[src/rpm_pkg.sv]
// package: constants and types for the receiver operating-mode state machine
package rpm_pkg;
  // ---------------------------------------------------------------
  // clock and timing
  // ---------------------------------------------------------------
  localparam int CLK_FREQ_HZ     = 20_000_000;
  localparam int CLK_PERIOD_NS   = 50;
  localparam int EN_FILTER_US    = 10;        // receive-enable filter time
  localparam int EN_FILTER_CYC   = (EN_FILTER_US * 1000 + CLK_PERIOD_NS - 1) / CLK_PERIOD_NS;
  localparam int MIN_LINK_HZ     = 500_000;   // below this the link clock counts as stopped
  localparam int LINK_IDLE_CYC   = CLK_FREQ_HZ / MIN_LINK_HZ;
  // defaults for the times that carry no printed figure
  localparam int WAKEUP_CYC_DEF  = 400;
  localparam int SLEEP_CYC_DEF   = 4;
  localparam int PWRDN_CYC_DEF   = 200;
  localparam int CNT_W           = 12;
  // ---------------------------------------------------------------
  // data word layout and static pattern
  // ---------------------------------------------------------------
  localparam int WORD_W          = 27;
  localparam int PIX_W           = 24;
  localparam int VSYNC_BIT       = 26;
  localparam int HSYNC_BIT       = 25;
  localparam int DEN_BIT         = 24;
  localparam logic [PIX_W-1:0] STATIC_PIX   = 24'hffffff;
  localparam logic             STATIC_SYNC  = 1'b1;
  localparam logic             STATIC_LOW   = 1'b0;
  localparam int FIFO_DEPTH      = 4;
  // ---------------------------------------------------------------
  // link-select encoding and lane enables
  // ---------------------------------------------------------------
  localparam logic [1:0] LS_ONE   = 2'h0;
  localparam logic [1:0] LS_TWO   = 2'h1;
  localparam logic [1:0] LS_THREE = 2'h2;
  localparam logic [2:0] LANES_ONE   = 3'h1;
  localparam logic [2:0] LANES_TWO   = 3'h3;
  localparam logic [2:0] LANES_THREE = 3'h7;
  localparam logic [2:0] LANES_NONE  = 3'h0;
  // ---------------------------------------------------------------
  // operating modes
  // ---------------------------------------------------------------
  typedef enum logic [1:0] {
    RPM_SHUTDOWN = 2'b00,
    RPM_STANDBY  = 2'b01,
    RPM_ACQUIRE  = 2'b10,
    RPM_RECEIVE  = 2'b11
  } rpm_mode_t;
endpackage : rpm_pkg

[src/rpm_receiver_power_mode_fsm.sv]
// file: word fifo and operating-mode state machine of the video receiver
// Operation
// enable low over 10 us enters shutdown
// enable high 10 us, link idle: standby
// standby keeps monitor only, pll off
// shutdown to standby turns monitor on
// link activity and valid level wake acquire
// acquire enables pll, outputs stay static
// lock within wakeup enters receive, held while locked
// receive enables only selected lanes
// outputs switch at first recovered word
// transmitter stops clock to request standby
// raised common mode leaves receive within sleep
// static pattern at next pixel clock fall; code restores it at once on leaving receive
// after exit pll off, monitor on
// enable low past power-down time: shutdown
// enable input sampled even in shutdown
// link clock under 500 kHz means standby
// link select 00/01/10 lanes 1/2/3, 11 reserved
// wakeup, sleep, power-down are cycle parameters
`timescale 1ns/10ps

// ---------------------------------------------------------------
// small synchronous fifo with registered ready
// ---------------------------------------------------------------
module rpm_word_fifo #(
  parameter int WIDTH = 27,
  parameter int DEPTH = 4
) (
  input  wire logic             clk_i,
  input  wire logic             rst_b_i,
  input  wire logic             flush_i,
  input  wire logic             in_valid_i,
  output logic                  in_ready_o,
  input  wire logic [WIDTH-1:0] in_data_i,
  output logic                  out_valid_o,
  input  wire logic             out_ready_i,
  output logic      [WIDTH-1:0] out_data_o
);
  localparam int AW = $clog2(DEPTH);
  logic [WIDTH-1:0] mem [DEPTH];
  logic [AW-1:0]    wr_ptr_r;
  logic [AW-1:0]    rd_ptr_r;
  logic [AW:0]      count_r;
  logic [AW:0]      count_nxt;
  logic             ready_r;
  wire              push = in_valid_i & ready_r & ~flush_i;
  wire              pop  = out_valid_o & out_ready_i & ~flush_i;

  // occupancy bookkeeping; ready stays a flop so back-pressure is honest
  always_comb begin
    count_nxt = count_r;
    if (flush_i) begin
      count_nxt = '0;
    end else if (push && !pop) begin
      count_nxt = count_r + 1'b1;
    end else if (pop && !push) begin
      count_nxt = count_r - 1'b1;
    end
  end

  always_ff @(posedge clk_i) begin
    if (!rst_b_i) begin
      wr_ptr_r <= '0;
      rd_ptr_r <= '0;
      count_r  <= '0;
      ready_r  <= 1'b0;
    end else begin
      count_r  <= count_nxt;
      ready_r  <= (count_nxt < (AW+1)'(DEPTH));
      wr_ptr_r <= flush_i ? '0 : (push ? wr_ptr_r + 1'b1 : wr_ptr_r);
      rd_ptr_r <= flush_i ? '0 : (pop ? rd_ptr_r + 1'b1 : rd_ptr_r);
    end
  end

  // storage write, no reset needed
  always_ff @(posedge clk_i) begin
    if (push) begin
      mem[wr_ptr_r] <= in_data_i;
    end
  end

  assign in_ready_o  = ready_r;
  assign out_valid_o = (count_r != '0);
  assign out_data_o  = mem[rd_ptr_r];
endmodule : rpm_word_fifo

// ---------------------------------------------------------------
// operating-mode state machine
// ---------------------------------------------------------------
module rpm_receiver_power_mode_fsm
  import rpm_pkg::*;
#(
  parameter int WAKEUP_CYC = WAKEUP_CYC_DEF,
  parameter int SLEEP_CYC  = SLEEP_CYC_DEF,
  parameter int PWRDN_CYC  = PWRDN_CYC_DEF
) (
  input  wire logic              clk_i,
  input  wire logic              rst_b_i,
  input  wire logic              receive_enable_input_i,
  input  wire logic              link_clk_i,
  input  wire logic              clock_common_mode_level_i,
  input  wire logic              pll_lock_i,
  input  wire logic              link_select_bit0_i,
  input  wire logic              link_select_bit1_i,
  input  wire logic              word_valid_i,
  output logic                   word_ready_o,
  input  wire logic [WORD_W-1:0] word_data_i,
  output logic      [PIX_W-1:0]  pixel_data_o,
  output logic                   vertical_sync_o,
  output logic                   horizontal_sync_o,
  output logic                   display_enable_o,
  output logic                   pixel_clk_o,
  output logic                   pll_enable_o,
  output logic                   monitor_enable_o,
  output logic      [2:0]        lane_enable_o,
  output logic      [1:0]        mode_o
);
  // ---------------------------------------------------------------
  // pin synchronisers, two flops each
  // ---------------------------------------------------------------
  logic [5:0] sync1_r;
  logic [5:0] sync2_r;
  logic       link_clk_d_r;

  // enable pin stays sampled in every mode, shutdown included
  always_ff @(posedge clk_i) begin
    if (!rst_b_i) begin
      sync1_r      <= '0;
      sync2_r      <= '0;
      link_clk_d_r <= 1'b0;
    end else begin
      sync1_r      <= {link_select_bit1_i, link_select_bit0_i, pll_lock_i,
                       clock_common_mode_level_i, link_clk_i, receive_enable_input_i};
      sync2_r      <= sync1_r;
      link_clk_d_r <= sync2_r[1];
    end
  end

  wire       en_pin_s  = sync2_r[0];
  wire       cm_high_s = sync2_r[2];
  wire       lock_s    = sync2_r[3];
  wire [1:0] ls_s      = sync2_r[5:4];
  wire       link_edge = sync2_r[1] & ~link_clk_d_r;

  // ---------------------------------------------------------------
  // counters: enable filter, link idle, wakeup and sleep
  // ---------------------------------------------------------------
  rpm_mode_t        state_r;
  rpm_mode_t        state_nxt;
  logic [CNT_W-1:0] en_hi_cnt_r;
  logic [CNT_W-1:0] en_lo_cnt_r;
  logic [CNT_W-1:0] idle_cnt_r;
  logic [CNT_W-1:0] wake_cnt_r;
  logic [CNT_W-1:0] sleep_cnt_r;

  function automatic logic [CNT_W-1:0] sat_inc(input logic [CNT_W-1:0] v, input logic run);
    sat_inc = !run ? '0 : ((&v) ? v : v + 1'b1);
  endfunction : sat_inc

  always_ff @(posedge clk_i) begin
    if (!rst_b_i) begin
      en_hi_cnt_r <= '0;
      en_lo_cnt_r <= '0;
      idle_cnt_r  <= '0;
      wake_cnt_r  <= '0;
      sleep_cnt_r <= '0;
    end else begin
      en_hi_cnt_r <= sat_inc(en_hi_cnt_r, en_pin_s);
      en_lo_cnt_r <= sat_inc(en_lo_cnt_r, ~en_pin_s);
      idle_cnt_r  <= sat_inc(idle_cnt_r, ~link_edge);
      wake_cnt_r  <= sat_inc(wake_cnt_r, state_r == RPM_ACQUIRE);
      sleep_cnt_r <= sat_inc(sleep_cnt_r, cm_high_s);
    end
  end

  // link is live only when it toggles fast enough and its level is valid
  wire link_slow   = (idle_cnt_r >= CNT_W'(LINK_IDLE_CYC));
  wire link_active = ~cm_high_s & ~link_slow;
  wire sleep_req   = (sleep_cnt_r >= CNT_W'(SLEEP_CYC)) | link_slow;
  wire en_on       = (en_hi_cnt_r > CNT_W'(EN_FILTER_CYC));
  wire off_filter  = (en_lo_cnt_r > CNT_W'(EN_FILTER_CYC));
  wire off_pwrdn   = (en_lo_cnt_r > CNT_W'(PWRDN_CYC));
  wire wake_late   = (wake_cnt_r >= CNT_W'(WAKEUP_CYC));

  // ---------------------------------------------------------------
  // mode transitions
  // ---------------------------------------------------------------
  always_comb begin
    state_nxt = state_r;
    case (state_r)
      RPM_SHUTDOWN: begin
        if (en_on) begin
          state_nxt = RPM_STANDBY;
        end
      end
      RPM_STANDBY: begin
        if (off_pwrdn) begin
          state_nxt = RPM_SHUTDOWN;
        end else if (en_pin_s && link_active) begin
          state_nxt = RPM_ACQUIRE;
        end
      end
      RPM_ACQUIRE: begin
        if (off_filter) begin
          state_nxt = RPM_SHUTDOWN;
        end else if (!link_active || wake_late) begin
          state_nxt = RPM_STANDBY;
        end else if (lock_s && en_pin_s) begin
          state_nxt = RPM_RECEIVE;
        end
      end
      RPM_RECEIVE: begin
        if (off_pwrdn) begin
          state_nxt = RPM_SHUTDOWN;
        end else if (sleep_req) begin
          state_nxt = RPM_STANDBY;
        end else if (!lock_s || !en_pin_s) begin
          state_nxt = RPM_ACQUIRE;
        end
      end
      default: begin
        state_nxt = RPM_SHUTDOWN;
      end
    endcase
  end

  // ---------------------------------------------------------------
  // word fifo; drained at half rate so a pixel clock can be formed
  // ---------------------------------------------------------------
  logic              fifo_valid;
  logic [WORD_W-1:0] fifo_data;
  logic              pclk_r;
  wire               in_recv  = (state_r == RPM_RECEIVE) && (state_nxt == RPM_RECEIVE);
  wire               take     = in_recv & fifo_valid & ~pclk_r;

  rpm_word_fifo #(
    .WIDTH (WORD_W),
    .DEPTH (FIFO_DEPTH)
  ) u_fifo (
    .clk_i       (clk_i),
    .rst_b_i     (rst_b_i),
    .flush_i     (state_r != RPM_RECEIVE),
    .in_valid_i  (word_valid_i),
    .in_ready_o  (word_ready_o),
    .in_data_i   (word_data_i),
    .out_valid_o (fifo_valid),
    .out_ready_i (take),
    .out_data_o  (fifo_data)
  );

  // ---------------------------------------------------------------
  // lane selection from link-select pins, reserved code enables none
  // ---------------------------------------------------------------
  logic [2:0] lanes_sel;

  always_comb begin
    case (ls_s)
      LS_ONE:   lanes_sel = LANES_ONE;
      LS_TWO:   lanes_sel = LANES_TWO;
      LS_THREE: lanes_sel = LANES_THREE;
      default:  lanes_sel = LANES_NONE;
    endcase
  end

  // ---------------------------------------------------------------
  // state and output registers
  // ---------------------------------------------------------------
  logic [PIX_W-1:0] pix_r;
  logic             vsync_r;
  logic             hsync_r;
  logic             den_r;
  logic             pll_en_r;
  logic             mon_en_r;
  logic [2:0]       lanes_r;

  always_ff @(posedge clk_i) begin
    if (!rst_b_i) begin
      state_r <= RPM_SHUTDOWN;
    end else begin
      state_r <= state_nxt;
    end
  end

  // power controls follow the mode being entered
  always_ff @(posedge clk_i) begin
    if (!rst_b_i) begin
      pll_en_r <= 1'b0;
      mon_en_r <= 1'b0;
      lanes_r  <= LANES_NONE;
    end else begin
      pll_en_r <= (state_nxt == RPM_ACQUIRE) || (state_nxt == RPM_RECEIVE);
      mon_en_r <= (state_nxt != RPM_SHUTDOWN);
      lanes_r  <= (state_nxt == RPM_RECEIVE) ? lanes_sel : LANES_NONE;
    end
  end

  // outputs hold the static pattern until the first word is recovered;
  // leaving receive drops the pixel clock and restores the pattern at once
  always_ff @(posedge clk_i) begin
    if (!rst_b_i) begin
      pix_r   <= STATIC_PIX;
      vsync_r <= STATIC_SYNC;
      hsync_r <= STATIC_SYNC;
      den_r   <= STATIC_LOW;
      pclk_r  <= STATIC_LOW;
    end else if (!in_recv) begin
      pix_r   <= STATIC_PIX;
      vsync_r <= STATIC_SYNC;
      hsync_r <= STATIC_SYNC;
      den_r   <= STATIC_LOW;
      pclk_r  <= STATIC_LOW;
    end else if (take) begin
      pix_r   <= fifo_data[PIX_W-1:0];
      vsync_r <= fifo_data[VSYNC_BIT];
      hsync_r <= fifo_data[HSYNC_BIT];
      den_r   <= fifo_data[DEN_BIT];
      pclk_r  <= 1'b1;
    end else begin
      pclk_r       <= 1'b0;
    end
  end

  assign pixel_data_o      = pix_r;
  assign vertical_sync_o   = vsync_r;
  assign horizontal_sync_o = hsync_r;
  assign display_enable_o  = den_r;
  assign pixel_clk_o       = pclk_r;
  assign pll_enable_o      = pll_en_r;
  assign monitor_enable_o  = mon_en_r;
  assign lane_enable_o     = lanes_r;
  assign mode_o            = state_r;
endmodule : rpm_receiver_power_mode_fsm

[config.mk]
export PLATFORM = sky130hd
export DESIGN_NAME = rpm_receiver_power_mode_fsm
export DESIGN_NICKNAME = d
export VERILOG_FILES = /design/src/rpm_pkg.sv /design/src/rpm_receiver_power_mode_fsm.sv
export SDC_FILE = /design/constraint.sdc
export NUM_CORES = 1
export LEC_CHECK = 0
export BUFFER_PORTS_ARGS = -buffer_cell sky130_fd_sc_hd__buf_2
export CORE_AREA = 4 4 129 131
export DETAILED_ROUTE_END_ITERATION = 7
export DIE_AREA = 0 0 133 135
export PLACE_DENSITY = 0.78
export SLEW_MARGIN = 20
export SYNTH_ARGS = -nofsm -noshare
export SYNTH_HDL_FRONTEND = slang
export SYNTH_SLANG_ARGS = --single-unit
[constraint.sdc]
create_clock -name clk_i -period 3.6 [get_ports clk_i]
set_clock_uncertainty 0.05 [all_clocks]
set_input_delay 0.36 -clock clk_i [delete_from_list [all_inputs] [get_ports clk_i]]
set_output_delay 0.36 -clock clk_i [all_outputs]
set_load 0.005 [all_outputs]
==> key figures <==
Yosys
  – Area contributors post-synth: edfxtp_1 36%, dfxtp_1 26%, mux4_2 6.7%, nand2_1 3.4%, ha_1 2.9%
  – Syn Inst Count: 726
  – Post-synth EDFFs: 108
  – Synth Cell Area: 9040 um2
  – Netlist cell types: 57
  – Synth warn: 0
  – Yosys top cell by area: edfxtp_1
  – Ys flop type: dfxtp_1
  – Sequential share of the synthesized area: 0.615
  – Synth top area share: 0.359
  – Yosys reg bits: 224
  – Post-synth ARST share: 0
  – Average cell area after synthesis: 12.5 um2
  – Mapped Nets: 783

Routing
  – DRC: 0
  – Drt total wl: 17,200 um
  – First-pass DRT Iterations: 5
  – Post-DR vias/cell: 5.55
  – DRT iter0 DRCs: 329
  – Antenna Nets Post-Route: 0
  – Via count: 5,782
  – Average wire per standard cell: 16.5 um

STA
  – Final hold violations: 0
  – RSZ-0062 raised after global routing: false
  – Count of pins over their slew limit: 0
  – Tmin final: 3.24 ns
  – Final period util: 0.899
  – Achievable Freq: 309 MHz
  – Final setup vio count: 0
  – Measured slew at the worst slew-check pin: 0.842 ns
  – Setup ws final: 0.363 ns
  – Setup TNS: 0 ns
  – Slew HR: 0.438

Power
  – Leakage: 3.72 nW
  – Total power: 4.87 mW
  – Max IR drop VDD: 0.328 mV
  – Cell area power density: 473 nW/um2

Flow run
  – Max_cap viols: 0

Floorplanning
  – Floorplan row count: 46
  – I/O pin count: 72
  – Die area: 18,000 um2
  – Core area: 15,600 um2
  – Initial Util: 0.580
  – Die Y: 135 um
  – Chip width: 133 um

Place
  – DPL Wire Length: 11,300 um
  – Port bufs: 71
  – GP Congestion: 0.786
  – Pre-CTS worst setup slack: 0.409 ns

Final layout
  – Synthesis-to-finish area growth: 13.8%
  – Diode count: 0
  – Most common cell after layout, fill and taps aside: dfxtp_1
  – Commonest non-fill, non-tap cells in the layout: 115 x dfxtp_1, 108 x edfxtp_1, 82 x nand2_1
  – Layout cells sized above 1: 0.208
  – FF/Latch Area: 5570 um2
  – Fin nets: 866
  – Fillers: 1,133
  – Multi-input logic area: 3260 um2

Global route
  – Total congestion overflow: 0
  – GRT Util Overall: 0.193
  – Vias in the first global route: 5,886
  – Initial antenna violation count: 0
  – Largest net degree at the start of global routing: 28
  – First-pass GRT wire length: 28,300 um

Clocking
  – Root buffer cell: clkbuf_16
  – Max Root-Sink Buffers: 3
  – Post-CTS setup buffer count: 0
  – CTS Hold Bufs: 0
  – Clock Pin Slew Worst Setup and Hold Paths: 0.06 ns
  – Sink Count: 224
  – Post-CTS Resized: 0
  – CTS tree: done
  – TritonCTS buffer count: 22
  – Worst skew pair latency: 0.49 ns
  – H-tree levels: 1

Setup path
  – CP arrival: 3.58 ns
  – Worst Path Required: 3.94 ns
  – Crit Path Max Fanout: 5
  – Crit path capture type: flop
  – Critical path class: reg -> reg
  – Worst setup SP type: flop

Outcome
  – Status: finished clean

Min path
  – Hold Path Class: in -> reg
cells in the mapped netlist (12+ instances only):
cell type	n
a21oi_1	16
and2_1	24
and3_1	12
clkbuf_1	15
dfxtp_1	116
edfxtp_1	108
ha_1	21
inv_1	23
mux4_2	27
nand2_1	82
nand3_1	31
nand3_2	20
nor2_1	69
nor3_1	20
xnor2_1	16
xor2_1	27
where the power goes:
group	internal, mW	switching [mW]	total, mW
Sequential	2.68	0.00983	2.69
Combinational	0.0292	0.0412	0.0704
Clock	1.23	0.878	2.11
cells by family after synthesis:
logic type / count (synthesis) / synth area share
multiplexers: 32 / 0.0728
AO/OA/AOI/OAI: 49 / 0.0342
buffers and inverters: 46 / 0.0245
XOR/XNOR: 43 / 0.0416
AND/OR/NAND/NOR: 311 / 0.182
adder cells (fa/ha/maj): 21 / 0.0291
flip-flops: 224 / 0.615
path summary, 6_finish.rpt:
check	cells past startpoint	to	slack [ns]	start
min reg2reg	1	sync2_r[5]$_SDFF_PN0_	0.38	sync1_r[5]$_SDFF_PN0_
max reg2reg	11	u_fifo.count_r[2]$_SDFF_PN0_	0.36	idle_cnt_r[7]$_SDFFE_PP0N_
min	2	sync1_r[0]$_SDFF_PN0_	0.02	receive_enable_input_i
max	11	u_fifo.count_r[2]$_SDFF_PN0_	0.36	idle_cnt_r[7]$_SDFFE_PP0N_
through the flow:
step                      instances  hold slack [ns]  utilization  instance area, um2
after floorplan                 726            0.362            -                9040
after global placement         1001            0.370        0.617                9620
after detailed placement       1001            0.374        0.617                9620
after CTS                      1041          0.00661        0.660               10300
after global routing           1041           0.0175        0.660               10300
final                          1041           0.0218        0.660               10300
layout make-up:
class | instances | share of cell area
inverters | 23 | 0.00839
flip-flops and latches | 224 | 0.541
well taps | 216 | 0.0263
repair buffers | 82 | 0.0425
clock inverters | 8 | 0.00352
clock buffers | 32 | 0.0621
multi-input cells | 456 | 0.316
state kept, by name, indices dropped and copies added (netlist names), 3 cells and up:
name and cells:
u_fifo.mem 108, pixel_data_o 24, en_hi_cnt_r 12, en_lo_cnt_r 12
idle_cnt_r 12, sleep_cnt_r 12, wake_cnt_r 12, sync1_r 6
sync2_r 6, lane_enable_o 3, u_fifo.count_r 3
layer usage:
metal  GRT usage  share of wire
met5           0              0
met4      0.0583          0.023
met3      0.0309          0.060
met2       0.352           0.51
met1       0.236           0.40
critical path, cell delays in order, from the launching register on:
cell      delay, ns
dfxtp_1        0.33
or4_4          0.54
or4_4          0.46
or3_1          0.37
a222oi_1       0.40
or2_2          0.20
inv_1          0.04
ha_1           0.22
nand2_1        0.06
o21ai_0        0.11
xnor2_1        0.16
and3_1         0.18
No activity file was read; power rests on OpenSTA's default activity.
